==> config.mk <==
export PLATFORM = sky130hd
export DESIGN_NAME = tcs_event_status
export DESIGN_NICKNAME = d
export VERILOG_FILES = /design/src/hdl/tcs_pkg.sv /design/src/hdl/tcs_i2c_pins.sv /design/src/hdl/tcs_event_status.sv
export VERILOG_INCLUDE_DIRS = /design/src /design/src/hdl
export SDC_FILE = /design/constraint.sdc
export NUM_CORES = 1
export LEC_CHECK = 0
export ABC_AREA = 0
export BUFFER_PORTS_ARGS = -buffer_cell sky130_fd_sc_hd__buf_2
export CAP_MARGIN = 20
export CORE_MARGIN = 5
export CORE_UTILIZATION = 50
export CTS_CLUSTER_DIAMETER = 80
export DETAILED_ROUTE_END_ITERATION = 16
export GPL_TIMING_DRIVEN = 0
export PLACE_DENSITY = 0.65
export SKIP_LAST_GASP = 1
export SYNTH_ARGS = -nofsm -noshare
export SYNTH_HDL_FRONTEND = slang
export SYNTH_HIERARCHICAL = 1
export SYNTH_SLANG_ARGS = --single-unit
==> constraint.sdc <==
create_clock -name clock -period 3.2 [get_ports clock]
set_clock_uncertainty 0.15 [all_clocks]
set_input_delay 0.64 -clock clock [delete_from_list [all_inputs] [get_ports clock]]
set_output_delay 0.64 -clock clock [all_outputs]
set_load 0.005 [all_outputs]
==> src/hdl/tcs_regs.svh <==
`ifndef TCS_REGS_SVH
`define TCS_REGS_SVH


// Register offsets
`define TCS_OFS_CONTROL 8'h02
`define TCS_OFS_EVENT 8'h03
`define TCS_OFS_STATUS 8'h04

// Event register fields
`define TCS_EVT_RECOVER 7
`define TCS_EVT_OVERCUR 6
`define TCS_EVT_OVERVOLT 5
`define TCS_EVT_RSVD 4
`define TCS_EVT_OTP 3
`define TCS_EVT_FAULT 2
`define TCS_EVT_DETACH 1
`define TCS_EVT_ATTACH 0
`define TCS_EVT_LATCH_MASK 8'hEB

// Control register fields
`define TCS_CTRL_MASK 0

// Partner type codes
`define TCS_PARTNER_AUDIO 3'h3
`define TCS_PARTNER_DEBUG 3'h4

// Reset values
`define TCS_CONTROL_RESET 8'h00
`define TCS_EVENT_RESET 8'h00
`define TCS_STATUS_RESET 8'h00

// Serial bus slave address and bit count
`define TCS_I2C_ADDR 7'h1D
`define TCS_BITS_PER_BYTE 4'h8

`endif

==> src/hdl/tcs_pkg.sv <==
package tcs_pkg;

    // Serial slave sequencer states
    typedef enum logic [8:0] {
        TCS_IDLE = 9'h001,
        TCS_ADDR = 9'h002,
        TCS_ADDR_ACK = 9'h004,
        TCS_REG = 9'h008,
        TCS_REG_ACK = 9'h010,
        TCS_WDATA = 9'h020,
        TCS_WDATA_ACK = 9'h040,
        TCS_RDATA = 9'h080,
        TCS_RACK = 9'h100
    } tcs_state_e;

    // Pin front-end state
    typedef struct packed {
        logic scl_meta;
        logic scl_sync;
        logic scl_prev;
        logic sda_meta;
        logic sda_sync;
        logic sda_prev;
    } tcs_pin_s;

    // Register and sequencer state
    typedef struct packed {
        tcs_state_e state;
        logic [3:0] cnt;
        logic [7:0] shift;
        logic rw;
        logic nack;
        logic [7:0] ptr;
        logic sda_o;
        logic sda_oe;
        logic [7:0] control;
        logic [7:0] events;
        logic [7:0] status;
        logic [2:0] flt_prev;
        logic fault_d;
        logic attached_d;
        logic irq_o;
        logic irq_oe;
    } tcs_reg_s;

endpackage

==> src/hdl/tcs_i2c_pins.sv <==
`timescale 1ns/10ps

module tcs_i2c_pins (
    // Clock and reset
    input wire logic clock,
    input wire logic rst_n,
    input wire logic ce,
    // Raw bus pins
    input wire logic scl_i,
    input wire logic sda_i,
    // Conditioned bus view
    output logic sda_sync,
    output logic scl_rise,
    output logic scl_fall,
    output logic start_seen,
    output logic stop_seen
);

    tcs_pkg::tcs_pin_s s;
    tcs_pkg::tcs_pin_s next_s;

    // Two-stage synchronisers, then a third stage for edge detection
    always_comb begin
        next_s = s;
        next_s.scl_meta = scl_i;
        next_s.scl_sync = s.scl_meta;
        next_s.scl_prev = s.scl_sync;
        next_s.sda_meta = sda_i;
        next_s.sda_sync = s.sda_meta;
        next_s.sda_prev = s.sda_sync;
    end

    // State register, frozen while clock enable is low
    always_ff @(posedge clock) begin
        if (!rst_n) begin
            s <= '{scl_meta: 1'b1, scl_sync: 1'b1, scl_prev: 1'b1,
                   sda_meta: 1'b1, sda_sync: 1'b1, sda_prev: 1'b1};
        end else if (ce) begin
            s <= next_s;
        end
    end

    // Edges and bus conditions, qualified by clock enable
    assign sda_sync = s.sda_sync;
    assign scl_rise = ce & s.scl_sync & ~s.scl_prev;
    assign scl_fall = ce & ~s.scl_sync & s.scl_prev;
    assign start_seen = ce & s.scl_sync & s.scl_prev & s.sda_prev & ~s.sda_sync;
    assign stop_seen = ce & s.scl_sync & s.scl_prev & ~s.sda_prev & s.sda_sync;

endmodule

==> src/hdl/tcs_event_status.sv <==
`timescale 1ns/10ps
`include "tcs_regs.svh"

module tcs_event_status (
    // Clock, reset and enable
    input wire logic clock,
    input wire logic rst_n,
    input wire logic ce,
    // Serial register bus pins
    input wire logic scl_i,
    input wire logic sda_i,
    output logic sda_o,
    output logic sda_oe,
    // Open-drain interrupt pin
    output logic event_irq_n_o,
    output logic event_irq_n_oe,
    // VCONN fault conditions, levels
    input wire logic vconn_overcurrent_event,
    input wire logic vconn_overvoltage_event,
    input wire logic vconn_overtemp_event,
    // Connection state from the detection logic
    input wire logic port_attached,
    input wire logic role_is_sink,
    input wire logic vbus_present,
    input wire logic [1:0] adv_current,
    input wire logic [2:0] partner_type,
    input wire logic [1:0] plug_orient
);

    tcs_pkg::tcs_reg_s s;
    tcs_pkg::tcs_reg_s next_s;

    logic p_sda;
    logic p_rise;
    logic p_fall;
    logic p_start;
    logic p_stop;
    logic fault_live;
    logic sink_view;
    logic load_rd;
    logic rd_clr;
    logic byte_in;
    logic byte_done;
    logic [7:0] ev_set;
    logic [7:0] rd_byte;
    logic [7:0] event_view;
    logic [7:0] status_view;
    logic [2:0] fault_lvl;
    logic [2:0] fault_rise;

    // Power-on contents of every state field
    localparam tcs_pkg::tcs_reg_s reset_value = '{
        state: tcs_pkg::TCS_IDLE,
        cnt: 4'h0,
        shift: 8'h00,
        rw: 1'b0,
        nack: 1'b0,
        ptr: 8'h00,
        sda_o: 1'b0,
        sda_oe: 1'b0,
        control: `TCS_CONTROL_RESET,
        events: `TCS_EVENT_RESET,
        status: `TCS_STATUS_RESET,
        flt_prev: 3'h0,
        fault_d: 1'b0,
        attached_d: 1'b0,
        irq_o: 1'b0,
        irq_oe: 1'b0
    };

    // Pin conditioning
    tcs_i2c_pins u_pins (
        .clock(clock),
        .rst_n(rst_n),
        .ce(ce),
        .scl_i(scl_i),
        .sda_i(sda_i),
        .sda_sync(p_sda),
        .scl_rise(p_rise),
        .scl_fall(p_fall),
        .start_seen(p_start),
        .stop_seen(p_stop)
    );

    // Event register as software sees it
    always_comb begin
        event_view = s.events & `TCS_EVT_LATCH_MASK;
        event_view[`TCS_EVT_FAULT] = s.fault_d;
        event_view[`TCS_EVT_RSVD] = 1'b0;
    end

    // Read data selection by register pointer
    always_comb begin
        case (s.ptr)
            `TCS_OFS_CONTROL: rd_byte = s.control;
            `TCS_OFS_EVENT: rd_byte = event_view;
            `TCS_OFS_STATUS: rd_byte = s.status;
            default: rd_byte = 8'h00;
        endcase
    end

    // Fault levels packed as over-current, over-voltage, over-temperature
    assign fault_lvl = {vconn_overcurrent_event, vconn_overvoltage_event, vconn_overtemp_event};

    // One rising-edge detector per fault level against last cycle's copy
    for (genvar g = 0; g < 3; g++) begin : g_fault_edge
        assign fault_rise[g] = fault_lvl[g] & ~s.flt_prev[g];
    end

    // Hardware event detection
    always_comb begin
        fault_live = |fault_lvl;
        ev_set = 8'h00;
        // Recovery only once the last fault is gone
        ev_set[`TCS_EVT_RECOVER] = s.fault_d & ~fault_live;
        ev_set[`TCS_EVT_OVERCUR] = fault_rise[2];
        ev_set[`TCS_EVT_OVERVOLT] = fault_rise[1];
        ev_set[`TCS_EVT_OTP] = fault_rise[0];
        // Attach and detach follow the edges of the attached level
        ev_set[`TCS_EVT_DETACH] = s.attached_d & ~port_attached;
        ev_set[`TCS_EVT_ATTACH] = ~s.attached_d & port_attached;
        sink_view = role_is_sink | (partner_type == `TCS_PARTNER_AUDIO)
                    | (partner_type == `TCS_PARTNER_DEBUG);
    end

    // Live connection status as it will be captured
    always_comb begin
        status_view = 8'h00;
        status_view[7] = vbus_present & sink_view;
        status_view[6:5] = role_is_sink ? adv_current : 2'h0;
        status_view[4:2] = partner_type;
        status_view[1:0] = plug_orient;
    end

    // Byte boundary helpers for the receive states
    assign byte_in = p_rise & (s.cnt != `TCS_BITS_PER_BYTE);
    assign byte_done = p_fall & (s.cnt == `TCS_BITS_PER_BYTE);

    // Next-state logic: serial slave, event latches, status capture
    always_comb begin
        next_s = s;
        load_rd = 1'b0;
        rd_clr = 1'b0;

        // Serial slave sequencer
        if (p_stop) begin
            next_s.state = tcs_pkg::TCS_IDLE;
            next_s.sda_oe = 1'b0;
        end else if (p_start) begin
            next_s.state = tcs_pkg::TCS_ADDR;
            next_s.cnt = 4'h0;
            next_s.sda_oe = 1'b0;
        end else begin
            case (s.state)
                // Idle: bus released, waiting for a start
                tcs_pkg::TCS_IDLE: begin
                    next_s.sda_oe = 1'b0;
                end

                // Address byte: shift in seven address bits and the direction bit
                tcs_pkg::TCS_ADDR: begin
                    if (byte_in) begin
                        next_s.shift = {s.shift[6:0], p_sda};
                        next_s.cnt = s.cnt + 4'h1;
                    end else if (byte_done) begin
                        next_s.cnt = 4'h0;
                        // Our address is acknowledged; any other leaves the bus alone
                        if (s.shift[7:1] == `TCS_I2C_ADDR) begin
                            next_s.rw = s.shift[0];
                            next_s.sda_oe = 1'b1;
                            next_s.state = tcs_pkg::TCS_ADDR_ACK;
                        end else begin
                            next_s.state = tcs_pkg::TCS_IDLE;
                        end
                    end
                end

                // Pointer byte of a write transfer
                tcs_pkg::TCS_REG: begin
                    if (byte_in) begin
                        next_s.shift = {s.shift[6:0], p_sda};
                        next_s.cnt = s.cnt + 4'h1;
                    end else if (byte_done) begin
                        next_s.cnt = 4'h0;
                        next_s.ptr = s.shift;
                        next_s.sda_oe = 1'b1;
                        next_s.state = tcs_pkg::TCS_REG_ACK;
                    end
                end

                // Data bytes of a write transfer
                tcs_pkg::TCS_WDATA: begin
                    if (byte_in) begin
                        next_s.shift = {s.shift[6:0], p_sda};
                        next_s.cnt = s.cnt + 4'h1;
                    end else if (byte_done) begin
                        next_s.cnt = 4'h0;
                        // Only the control register takes writes
                        if (s.ptr == `TCS_OFS_CONTROL) begin
                            next_s.control = s.shift;
                        end
                        next_s.ptr = s.ptr + 8'h01;
                        next_s.sda_oe = 1'b1;
                        next_s.state = tcs_pkg::TCS_WDATA_ACK;
                    end
                end

                // Address acknowledge: a read starts sending at once
                tcs_pkg::TCS_ADDR_ACK: begin
                    if (p_fall) begin
                        next_s.sda_oe = 1'b0;
                        if (s.rw) begin
                            load_rd = 1'b1;
                        end else begin
                            next_s.state = tcs_pkg::TCS_REG;
                        end
                    end
                end

                // Pointer or data acknowledge, then more data may follow
                tcs_pkg::TCS_REG_ACK, tcs_pkg::TCS_WDATA_ACK: begin
                    if (p_fall) begin
                        next_s.sda_oe = 1'b0;
                        next_s.state = tcs_pkg::TCS_WDATA;
                    end
                end

                // Read data: one bit per clock fall, most significant first
                tcs_pkg::TCS_RDATA: begin
                    if (p_fall) begin
                        // Eighth bit done: let go for the master's acknowledge
                        if (s.cnt == `TCS_BITS_PER_BYTE) begin
                            next_s.sda_oe = 1'b0;
                            next_s.state = tcs_pkg::TCS_RACK;
                        end else begin
                            next_s.shift = {s.shift[6:0], 1'b0};
                            next_s.sda_oe = ~s.shift[6];
                            next_s.cnt = s.cnt + 4'h1;
                        end
                    end
                end

                // Master acknowledge after a read byte
                tcs_pkg::TCS_RACK: begin
                    if (p_rise) begin
                        next_s.nack = p_sda;
                    end else if (p_fall) begin
                        // A nack ends the read; an ack fetches the next register
                        if (s.nack) begin
                            next_s.state = tcs_pkg::TCS_IDLE;
                        end else begin
                            load_rd = 1'b1;
                        end
                    end
                end

                // Illegal code: fall back to idle
                default: begin
                    next_s.state = tcs_pkg::TCS_IDLE;
                    next_s.sda_oe = 1'b0;
                end
            endcase
        end

        // Load a read byte, drive its first bit, advance the pointer
        if (load_rd) begin
            next_s.shift = rd_byte;
            next_s.sda_oe = ~rd_byte[7];
            next_s.cnt = 4'h1;
            next_s.ptr = s.ptr + 8'h01;
            next_s.state = tcs_pkg::TCS_RDATA;
            rd_clr = (s.ptr == `TCS_OFS_EVENT);
        end

        // Latched events: a new set beats a read clear; bit 2 is never stored
        next_s.events = ((rd_clr ? 8'h00 : s.events) | ev_set) & `TCS_EVT_LATCH_MASK;

        // Input history for the edge detectors and the live fault bit
        next_s.flt_prev = fault_lvl;
        next_s.fault_d = fault_live;
        next_s.attached_d = port_attached;

        // Live connection status, one cycle behind the inputs
        next_s.status = status_view;

        // Interrupt pin: latched events only, fault-present bit excluded
        next_s.irq_o = 1'b0;
        next_s.irq_oe = ~s.control[`TCS_CTRL_MASK]
                        & (|(next_s.events & `TCS_EVT_LATCH_MASK));

        // Both open-drain pins only ever pull low
        next_s.sda_o = 1'b0;
    end

    // State register, frozen while clock enable is low
    always_ff @(posedge clock) begin
        if (!rst_n) begin
            s <= reset_value;
        end else if (ce) begin
            s <= next_s;
        end
    end

    // Outputs straight from flops
    assign sda_o = s.sda_o;
    assign sda_oe = s.sda_oe;
    assign event_irq_n_o = s.irq_o;
    assign event_irq_n_oe = s.irq_oe;

endmodule

Word level (Yosys, flattened, before mapping)
Index checks and enable logic that the tools add are counted.
W data, S select, Z words.
{"block": "word_totals", "latch_bits": 0, "memories": 0, "inputBits": 18, "regBits": 66, "romBits": 0, "output_inout_bits": 4, "elab_cells": 204, "mem_bits_rw": 0}
{"block": "classes", "muxes": 81, "n_reduce_logical": 15, "eq_ne": 48, "n_shift": 0, "mul": 0, "n_div": 0, "bitwise_logic": 38, "n_addsub": 2, "n_lt_le_gt_ge": 0}
{"op": "$mux W13", "count": 16}
{"op": "$mux W9", "count": 13}
{"op": "$mux W21", "count": 5}
{"op": "$ne A5 B5 Y1 const B", "count": 18}
{"op": "$pmux W9 S8", "count": 1}
{"op": "$mux W8", "count": 8}
{"op": "$pmux W12 S4", "count": 1}
{"op": "$mux W1", "count": 25}
{"op": "$pmux W8 S3", "count": 1}
{"op": "$mux W22", "count": 1}
{"op": "$ne A4 B4 Y1 const B", "count": 5}
{"op": "$and A1 B1 Y1", "count": 19}
{"op": "$mux W18", "count": 1}
{"op": "$ne A3 B3 Y1 const B", "count": 6}
{"op": "$eq A8 B2 Y1 const B", "count": 2}
{"op": "$not A1 Y1", "count": 16}
{"op": "$pmux W8 S2", "count": 1}
{"op": "$reduce_and A16 Y1", "count": 1}
{"op": "$reduce_and A8 Y1", "count": 2}
{"op": "$reduce_and A7 Y1", "count": 2}
{"op": "$mux W12", "count": 1}
{"op": "$mux W4", "count": 3}
{"op": "$reduce_and A11 Y1", "count": 1}
{"op": "$eq A9 B1 Y1 const B", "count": 1}
{"op": "other kinds (31)", "count": 34}

Longest topological paths before layout
Gate-level depths: netlist of the first run.
{"block": "logic_depth", "word_depth": 14, "ltp_mapped": 10}

By module
The synthesis of the first run kept the hierarchy.
{"module": "tcs_event_status", "cells_per_inst": 436, "instances": 1, "area_per_inst_um2": 3519.6, "seq_area_each_um2": 1201.2}
{"module": "tcs_i2c_pins", "cells_per_inst": 25, "instances": 1, "area_per_inst_um2": 274.0, "seq_area_each_um2": 120.1}

Worst setup path before layout of the first run
Ideal clock, no wire load.
{"block": "synth_path", "path_kind": "in2reg", "start": "input port ce", "end": "register s[38] (netlist bit)", "setup_ns": 0.117, "stages": 8, "t_arrival_ns": 2.695, "path_slack_ns": 0.238, "n_path_buf": 1, "cell_sequence": "buf_6 -> and3b_2 -> or4b_1 -> nor3_2 -> o211ai_4 -> nand2_1 -> mux2_2 -> a32o_1"}
{"item": "start, declared", "line_no": "tcs_event_status.sv:8", "rtl": "input wire logic ce,"}
{"item": "$and A1 B1 Y1 * (2 in series)", "line_no": "tcs_i2c_pins.sv:45", "rtl": "assign scl_rise = ce & s.scl_sync & ~s.scl_prev;"}
{"item": "named net p_rise", "line_no": "tcs_event_status.sv:34", "rtl": "logic p_rise;"}
{"item": "$mux W1", "line_no": "tcs_event_status.sv:245", "rtl": "if (p_rise) begin"}
{"item": "$pmux W1 S2", "line_no": "tcs_event_status.sv:154", "rtl": "case (s.state)"}
{"item": "$mux W1", "line_no": "tcs_event_status.sv:149", "rtl": "end else if (p_start) begin"}
{"item": "$mux W1", "line_no": "tcs_event_status.sv:146", "rtl": "if (p_stop) begin"}
{"item": "$ne A3 B3 Y1 (no line), or another cell as far along"}
{"item": "$reduce_and A8 Y1 (no line)"}
{"item": "end signal, assigned", "line_no": "tcs_event_status.sv:298", "rtl": "s <= reset_value;"}
{"item": "end signal, assigned", "line_no": "tcs_event_status.sv:300", "rtl": "s <= next_s;"}
{"item": "end, declared", "line_no": "tcs_event_status.sv:30", "rtl": "tcs_pkg::tcs_reg_s s;"}
The timed path passes the listed nets; every way through them passes the cells marked *.
A chain may end at the register's enable or synchronous reset.

Final worst setup path of the first run
{"block": "layout_path", "start": "register u_pins/s[3] (netlist bit)", "end": "register s[38] (netlist bit)"}
{"block": "layout_between", "elab_chain_len": 8}
{"item": "start, declared", "line_no": "tcs_i2c_pins.sv:19", "rtl": "tcs_pkg::tcs_pin_s s;"}
{"item": "start signal, assigned", "line_no": "tcs_i2c_pins.sv:36", "rtl": "s <= '{scl_meta: 1'b1, scl_sync: 1'b1, scl_prev: 1'b1,"}
{"item": "start signal, assigned", "line_no": "tcs_i2c_pins.sv:39", "rtl": "s <= next_s;"}
{"item": "$not A1 Y1 *", "line_no": "tcs_i2c_pins.sv:45"}
{"item": "$and A1 B1 Y1 *", "line_no": "tcs_i2c_pins.sv:45"}
{"item": "named net p_rise", "line_no": "tcs_event_status.sv:34"}
{"item": "$mux W1", "line_no": "tcs_event_status.sv:245"}
{"item": "$pmux W1 S2", "line_no": "tcs_event_status.sv:154"}
{"item": "$mux W1", "line_no": "tcs_event_status.sv:149"}
{"item": "$mux W1", "line_no": "tcs_event_status.sv:146"}
{"item": "$ne A3 B3 Y1 (no line), or another cell as far along"}
{"item": "$reduce_and A8 Y1 (no line)"}
Marked as above.

==> run summary, run 1 <==
slowest stage delay, CP = 480 ps
Worst Tran Pin Value = 952 ps
status = finished clean
initial antenna violation count = 0
latest clock arrival within the worst-skew pair = 350 ps
Final Hold Vio Count = 0
fin cells = 595
Power Dens Cells = 419 nW/um^2
final WL = 10100 um
Sequential Power Share = 0.480
Leakage = 1.70 nW
routed vias = 3543
final instance area = 4240 um^2
GP Congestion = 0.964
Hold WS = 314 ps
final period utilization = 0.915
top cell type's share of synthesized area = 0.348
Antenna Nets Post-Route = 0
Total Nets Final = 514
Clk pwr share = 0.459
critical-path maximum fanout = 10
final setup fails = 0
floorplan row count = 31
RSZ-0062 raised after global routing = no
CP max stage cell = or4b_1
CTS root buf = clkbuf_8
area of the multi-input gates = 2280 um^2
startpoint types = flip-flop
FF+latch area = 1320 um^2
ys async rst share = 0
number of clock sinks = 66
Post-CTS Setup Inserts = 0
HPWL after DPL = 7260 um
Post-CTS Hold Buffers = 0
Pint = 1.34 mW
sequential element share of the synthesized area = 0.348
Pre-antenna DRT Iters = 6
I/O Buffers = 18
Die Y = 97.1 um
Cell variety after synth = 71
DRC = 0
crit path DAT = 3020 ps
die area = 9430 um^2
Max-Cap Viols = 0
worst rel slew slack = 0.360
worst path required time = 3290 ps
total clock buffers created by CTS = 9
Placed Cells = 579
die width = 97.1 um
Min-Delay Path Class = reg -> reg
ys flop type = dfxtp_1
Comb pwr share = 0.061
worst path cell trace = and3b_2 -> or4b_1 -> nor3_2 -> o211ai_1 -> a21boi_2 -> buf_4 -> o21ai_1 -> a32o_1
synthesized area = 3790 um^2
Syn Inst Count = 461
placed inst area = 4010 um^2
Tmin final = 2930 ps
Slew Limit Fails = 0
clk buf depth = 2
largest net degree at the start of global routing = 13
CTS clk-pin slew, worst paths = 80 ps
cell taking the most area after synthesis = dfxtp_1
num ports = 22
switching part of the total = 0.244
global router's overall resource usage = 0.218
Setup crit end kind = flip-flop
Post-synth EDFFs = 0
total congestion overflow = 0
Avg Cell Area, Syn = 8.23 um^2
yosys warns = 6
P_sw = 0.432 mW
area grow syn2layout = 11.7%
maximum VDD drop = 0.285 mV
Core ar. = 7330 um^2
number of global-route vias before repair = 3373
first-pass GRT wire length = 16800 um
WL per Instance = 17.0 um
layout cells sized above 1 = 0.139
CTS HTree Levels = 3
diode count = 0
fmax = 341 MHz
FILL cells = 706
1st-iter DRT viols = 314
worst setup path class = reg -> reg
CTS tree = built
Yosys reg bits = 66
Initial Util = 0.517
post_cts resized = 0
largest cells by area after synthesis = dfxtp_1, mux2i_1, nand2_1
DR vias/cell = 5.95
flip-flops by register name, indices dropped and copies added, names as in the netlist:
register,flops
u_pins/next_s,3
event_irq_n_oe,1
u_pins/s,2
sda_oe,1
u_pins/sda_sync,1
event_view,7
s,51
worst paths after layout:
path                                      endpoint  slack [ps]  cells after the start                      from
worst max register to register  s[38]$_SDFFE_PN0P_         270                      8  u_pins/s[3]$_SDFFE_PN1P_
worst max-delay path            s[38]$_SDFFE_PN0P_         270                      8  u_pins/s[3]$_SDFFE_PN1P_
worst min-delay path            s[12]$_SDFFE_PN0P_         310                      2        s[12]$_SDFFE_PN0P_
worst min register to register  s[12]$_SDFFE_PN0P_         310                      2        s[12]$_SDFFE_PN0P_
final cells by class:
class,count,area share
flip-flops and latches,66,0.312
clock inverters,6,0.0213
inverters,12,0.0106
plain buffers,28,0.0345
clock buffers,10,0.0325
multi-input cells,356,0.539
repair buffers,18,0.0213
well taps,99,0.0292
placed cells by master (no fill, tap or decap), types with 3 or more instances in the layout:
| cell type | instances |
|---|---|
| mux2i_1 | 37 |
| a211oi_1 | 14 |
| inv_1 | 11 |
| a21oi_1 | 18 |
| o21a_1 | 4 |
| nor3_1 | 8 |
| or2_2 | 5 |
| clkbuf_8 | 10 |
| nand4_1 | 8 |
| a21boi_0 | 3 |
| and2_1 | 4 |
| or4_1 | 5 |
| nand2b_1 | 7 |
| clkbuf_1 | 15 |
| buf_2 | 24 |
| or3_1 | 3 |
| o21ai_1 | 4 |
| nand3b_1 | 3 |
| nor2_1 | 53 |
| nor4_1 | 11 |
| dfxtp_1 | 66 |
| nand3_1 | 15 |
| o21ai_0 | 10 |
| o22ai_1 | 6 |
| buf_4 | 3 |
| xor2_1 | 4 |
| nand2_1 | 62 |
| ha_1 | 5 |
| a22oi_1 | 12 |
| buf_6 | 3 |
| a31oi_1 | 3 |
layer usage:
metal  global-route usage  routed length [um]  share of wire  vias up
met3               0.0352                 510          0.050       15
li1                     -                   -              -     1739
met5                    0                   0              0        -
met4               0.0918                 208          0.021        0
met1                0.283                4550           0.45     1684
met2                0.359                4870           0.48      105
power by group through the flow:
stage	clock network, mW	registers (mW)	logic [mW]
after CTS	0.825	0.852	0.108
final	0.814	0.852	0.108
after global placement	0	0.871	0.106
after global routing	0.862	0.854	0.120
after floorplan	0	0.867	0.0726
after detailed placement	0	0.871	0.107
synth_stat cells (all sizes together) (6+ instances only):
library cell   n
a21oi         19
nand4          9
nor2          54
o22ai          6
a211oi        15
nand3         16
inv           11
nand2         62
a21boi         6
nand2b         7
clkbuf        15
buf           13
a22oi         12
mux2i         37
nor3          10
o21ai         15
nor4          12
or2            6
dfxtp         66
worst max-delay path, delay by kind of cell, from the launching register on:
| family | cells | cell delay, ps |
|---|---|---|
| flops | 1 | 410 |
| simple gates | 3 | 1150 |
| compound gates | 4 | 880 |
| buf+inv | 1 | 200 |
through the flow:
stage	setup slack, ps	total power, mW	utilization	setup TNS [ps]
after CTS	284	1.78	0.578	0
after floorplan	238	0.939	-	0
final	271	1.77	0.578	0
after global routing	131	1.84	0.578	0
after global placement	-56.8	0.977	0.547	-244
after detailed placement	-63.2	0.979	0.547	-295
cells by family after synthesis:
kind of cell / after synthesis / synth area share
other: 1 / 0.000988
AOI/OAI and AO/OA: 99 / 0.189
and+or+nand+nor: 206 / 0.280
muxes: 39 / 0.104
xor gates and xnor gates: 5 / 0.0115
DFF: 66 / 0.348
buffers and inverters: 40 / 0.0505
adders and majority gates: 5 / 0.0165
Power figures use the tool's default switching activity.
==> inputs of run 2 (changes only) <==
CELL_PAD_IN_SITES_DETAIL_PLACEMENT = 1   (was not set)
CELL_PAD_IN_SITES_GLOBAL_PLACEMENT = 1   (was not set)
CORE_UTILIZATION = 46   (was 50)
PLACE_DENSITY = 0.77   (was 0.65)
==> run 2 against run 1 <==
Against the previous run:
- sequential cell count stayed put
- sequential power hardly changed
- worst setup slack worse by 65 ps
- clock power is 7.1% lower
- via count is 0.99% higher
- utilization is 5.8 points lower
- design area is 0.24% lower
- non-clock buffer count stayed put
- critical endpoint is now s[49]$_SDFFE_PN0P_
- largest cell class unchanged
- highest routed layer unchanged
==> run summary, run 2 (synthesized netlist as in run 1, its figures left out) <==
CTS tree = built
die area = 10200 um^2
initial antenna violation count = 0
fin util = 0.520
Initial Util = 0.466
WL per Instance = 18.9 um
CTS clk-pin slew, worst paths = 90 ps
floorplan row count = 33
global router's overall resource usage = 0.240
Worst Tran Pin Value = 987 ps
1st-iter DRT viols = 150
Reg2Reg Setup Slack = 210 ps
die width = 101 um
DRC = 0
fmax = 334 MHz
CTS HTree Levels = 3
number of global-route vias before repair = 3768
final setup fails = 0
diode count = 0
Total Nets Final = 514
largest net degree at the start of global routing = 14
routed vias = 3578
hold path start = s[12]$_SDFFE_PN0P_
Max-Cap Viols = 0
Setup crit end kind = flip-flop
Post-CTS Setup Inserts = 0
Pre-antenna DRT Iters = 4
Reg-to-Reg End = s[49]$_SDFFE_PN0P_
R2R Path Start = u_pins/s[3]$_SDFFE_PN1P_
num ports = 22
status = finished clean
Hold WS = 320 ps
GP Congestion = 0.892
RSZ-0062 raised after global routing = no
Die Y = 101 um
total clock buffers created by CTS = 9
Post-CTS Hold Buffers = 0
critical-path maximum fanout = 10
CTS root buf = clkbuf_8
I/O Buffers = 18
worst rel slew slack = 0.337
Min-Delay Path Class = reg -> reg
Tmin final = 2990 ps
Largest register FFs = 51
most common cell after layout, fill and taps aside = dfxtp_1
Final Hold Vio Count = 0
DR vias/cell = 5.95
Slew Limit Fails = 0
maximum VDD drop = 0.283 mV
first-pass GRT wire length = 19200 um
hold path endpoint = s[12]$_SDFFE_PN0P_
area grow syn2layout = 11.5%
post_cts resized = 0
R2R depth = 8
Leakage = 1.69 nW
latest clock arrival within the worst-skew pair = 350 ps
total congestion overflow = 0
worst setup path class = reg -> reg
crit path DAT = 3060 ps
layout cells sized above 1 = 0.139
most frequent cells in the layout = dfxtp_1, nand2_1, nor2_1
clk buf depth = 2
Hold Path Depth = 2
startpoint types = flip-flop
Reg with most FFs = s
Power Dens Cells = 406 nW/um^2
number of clock sinks = 66
final period utilization = 0.936
worst path required time = 3270 ps
Core ar. = 8130 um^2
HPWL after DPL = 8450 um
Antenna Nets Post-Route = 0
final WL = 11400 um
## run 2: worst max-delay path by stage
stage | start | end | slack (ps)
CTS | u_pins/s[3]$_SDFFE_PN1P_ | s[49]$_SDFFE_PN0P_ | 220
detailed placement | ce | s[49]$_SDFFE_PN0P_ | -100
floorplan | ce | s[38]$_SDFFE_PN0P_ | 240
global placement | ce | s[35]$_SDFFE_PN0P_ | -40
global route | u_pins/s[3]$_SDFFE_PN1P_ | s[38]$_SDFFE_PN0P_ | 70
finish | u_pins/s[3]$_SDFFE_PN1P_ | s[49]$_SDFFE_PN0P_ | 210
## run 2: per-layer routing
| layer | vias up | track usage | part of all wire |
|---|---|---|---|
| li1 | 1746 | - | - |
| met2 | 78 | 0.397 | 0.48 |
| met1 | 1729 | 0.309 | 0.47 |
| met3 | 25 | 0.0353 | 0.032 |
| met4 | 0 | 0.103 | 0.027 |
| met5 | - | 0 | 0 |
## run 2: final cells by class
cell class	count	area, um^2
Sequential cell	66	1320
Clock buffer	10	138
Buffer	28	146
Timing Repair Buffer	18	90.1
Tap cell	105	131
Inverter	12	45.0
Multi-Input combinational cell	356	2280
Clock inverter	6	72.6
Fill cell	1002	3910
## run 2: power by group
group	internal, mW	switching [mW]	total (mW)
Sequential	0.838	0.0144	0.853
Combinational	0.0426	0.0675	0.110
Clock	0.389	0.367	0.756
## run 2: worst max-delay path, cell delays in order (launching register included)
cell,delay [ps]
dfxtp_1,420
and3b_2,280
or4b_1,490
nor3_2,410
o21ai_2,240
and2_1,270
buf_2,220
a22oi_1,270
a211oi_2,110
## run 2: per-stage QoR
step                      worst slack [ps]  cells  total power, mW  area (um^2)  setup TNS, ps
after floorplan                        238    462            0.939         3800              0
after global placement               -35.2    585            0.978         4020           -125
after detailed placement             -98.9    585            0.982         4020           -454
after CTS                              224    601             1.74         4230              0
after global routing                  69.3    601             1.79         4230              0
final                                  206    601             1.72         4230              0
==> inputs of run 3 (changes only) <==
PLACE_DENSITY = 0.78   (was 0.77)
SYNTH_HIERARCHICAL = not set   (was 1)
==> run 3 against run 2 <==
Against the previous run:
- sequential cell count stayed put
- global-route usage hardly changed
- design area is 0.24% lower
- fmax is 0.57% lower
- synthesized cell count is 1.5% higher
- wire length is 3.2% higher
- via count is 4.2% higher
- hold slack better by 1.8 ps
- first-iteration DRC count is 29% higher
- largest power group unchanged
==> run summary, run 3 <==
Tmin final = 3010 ps
Max-Cap Viols = 0
Largest register FFs = 51
final WL = 11700 um
Final Hold Vio Count = 0
final period utilization = 0.941
Total Nets Final = 522
worst path required time = 3270 ps
xor-xnor portion of the synthesized cell area = 0.0163
latest clock arrival within the worst-skew pair = 340 ps
Cell variety after synth = 70
Slew Limit Fails = 0
worst rel slew slack = 0.460
critical-path maximum fanout = 10
initial antenna violation count = 0
maximum VDD drop = 0.298 mV
Min-Delay Path Class = reg -> reg
largest cells by area after synthesis = dfxtp_1, mux2i_1, nand2_1
Yosys reg bits = 66
Avg Cell Area, Syn = 8.02 um^2
Clk pwr share = 0.456
area grow syn2layout = 12.4%
total negative slack = 0 ps
Post-synth EDFFs = 0
ys async rst share = 0
HPWL after DPL = 8520 um
status = finished clean
Comb pwr share = 0.075
Pint = 1.37 mW
num ports = 22
P_sw = 0.454 mW
fmax = 332 MHz
sequential element share of the synthesized area = 0.352
CTS HTree Levels = 3
Die Y = 100 um
switching part of the total = 0.249
total clock buffers created by CTS = 9
Post-CTS Setup Inserts = 0
crit path DAT = 3080 ps
fin cells = 609
most frequent cells in the layout = dfxtp_1, nand2_1, nor2_1
layout cells sized above 1 = 0.121
ys flop type = dfxtp_1
final setup fails = 0
top cell type's share of synthesized area = 0.352
Place WS = -82.0 ps
number of clock sinks = 66
Syn Inst Count = 468
number of global-route vias before repair = 3661
Synth Area in Adders = 0.0167
Pre-antenna DRT Iters = 5
RSZ-0062 raised after global routing = no
1st-iter DRT viols = 193
top post-synthesis cells by count = dfxtp_1, nand2_1, nor2_1
CTS tree = built
Worst Tran Pin Value = 803 ps
cell taking the most area after synthesis = dfxtp_1
CTS clk-pin slew, worst paths = 80 ps
routed vias = 3730
Antenna Nets Post-Route = 0
Leakage = 1.64 nW
Setup crit end kind = flip-flop
Reg with most FFs = s
main combinational cell family by area after synthesis = simple AND/OR/NAND/NOR gates
synthesized area = 3750 um^2
GP Congestion = 0.912
startpoint types = flip-flop
DR vias/cell = 6.12
largest net degree at the start of global routing = 12
first-pass GRT wire length = 19100 um
mux cell area share after synthesis = 0.0750
Core ar. = 8090 um^2
clk buf depth = 2
simple-gate portion of the synthesized area = 0.303
placed inst area = 3980 um^2
die width = 100 um
most common cell in the netlist = dfxtp_1
Final WS setup = 189 ps
Power Dens Cells = 433 nW/um^2
DRC = 0
Sequential Power Share = 0.469
diode count = 0
I/O Buffers = 18
floorplan row count = 33
Synth Area in Compound Gates = 0.187
global router's overall resource usage = 0.239
yosys warns = 0
CTS root buf = clkbuf_8
WL per Instance = 19.3 um
worst setup path class = reg -> reg
final instance area = 4220 um^2
die area = 10100 um^2
most common cell after layout, fill and taps aside = dfxtp_1
total congestion overflow = 0
Placed Cells = 592
Initial Util = 0.464
==> run 3: cell count changes after synthesis, sizes merged, moves of 7 or more <==
cell,change
a211oi,-10
and3,+14
clkbuf,+7
mux2i,-10
nand2,-13
nand3,+16
nor2,-8
o21ai,+18
==> run 3: worst paths after layout <==
check | start | end | slack, ps | cells after the start
setup / recovery | s[58]$_SDFFE_PN0P_ | s[55]$_SDFFE_PN1P_ | 190 | 9
hold / removal | s[13]$_SDFFE_PN0P_ | s[13]$_SDFFE_PN0P_ | 320 | 2
setup reg to reg | s[58]$_SDFFE_PN0P_ | s[55]$_SDFFE_PN1P_ | 190 | 9
hold reg to reg | s[13]$_SDFFE_PN0P_ | s[13]$_SDFFE_PN0P_ | 320 | 2
==> run 3: timing repair <==
| item | CTS | global route |
|---|---|---|
| hold buffers | 0 | 0 |
| gates resized for setup | 0 | 2 |
| endpoints found under the setup margin | 0 | 2 |
==> run 3: kinds of logic after synthesis <==
logic type,Yosys count
AND/OR/NAND/NOR,212
AO/OA/AOI/OAI,106
flip-flops,66
buffers and inverters,43
multiplexers,28
XOR/XNOR,7
adder cells (fa/ha/maj),5
other,1
==> run 3: through the flow <==
stage | util | hold WS [ps] | power (mW)
after floorplan | - | 291 | 0.959
after global placement | 0.491 | 298 | 1.01
after detailed placement | 0.491 | 313 | 1.01
after CTS | 0.520 | 324 | 1.83
after global routing | 0.521 | 360 | 1.88
final | 0.521 | 322 | 1.83
==> run 3: worst max-delay path, cell delays in order, from the launching register on <==
cell       delay [ps]
dfxtp_1           300
clkbuf_1          200
nor3_2            480
and4_1            280
clkbuf_1          320
or2_2             190
clkbuf_1          410
a2111oi_0         130
a211oi_1          310
mux2i_1           110
==> run 3: layer usage <==
metal	track usage	wire length [um]	vias to the layer above
met5	0	0	-
met3	0.0327	557	26
met2	0.382	5400	124
met1	0.329	5550	1808
li1	-	-	1772
met4	0.0860	231	0
==> run 3: layout make-up <==
cell class,instances,area [um^2]
Multi-Input combinational cell,360,2260
Sequential cell,66,1320
Tap cell,105,131
Buffer,31,138
Clock buffer,12,155
Fill cell,1061,3870
Clock inverter,4,73.8
Inverter,12,45.0
Timing Repair Buffer,19,95.1
==> run 3: power groups by stage <==
stage / Combinational [mW] / Sequential, mW / Clock [mW]
final: 0.137 / 0.857 / 0.832
after global routing: 0.150 / 0.859 / 0.875
after CTS: 0.136 / 0.857 / 0.835
after detailed placement: 0.135 / 0.876 / 0
after global placement: 0.131 / 0.875 / 0
after floorplan: 0.0888 / 0.870 / 0
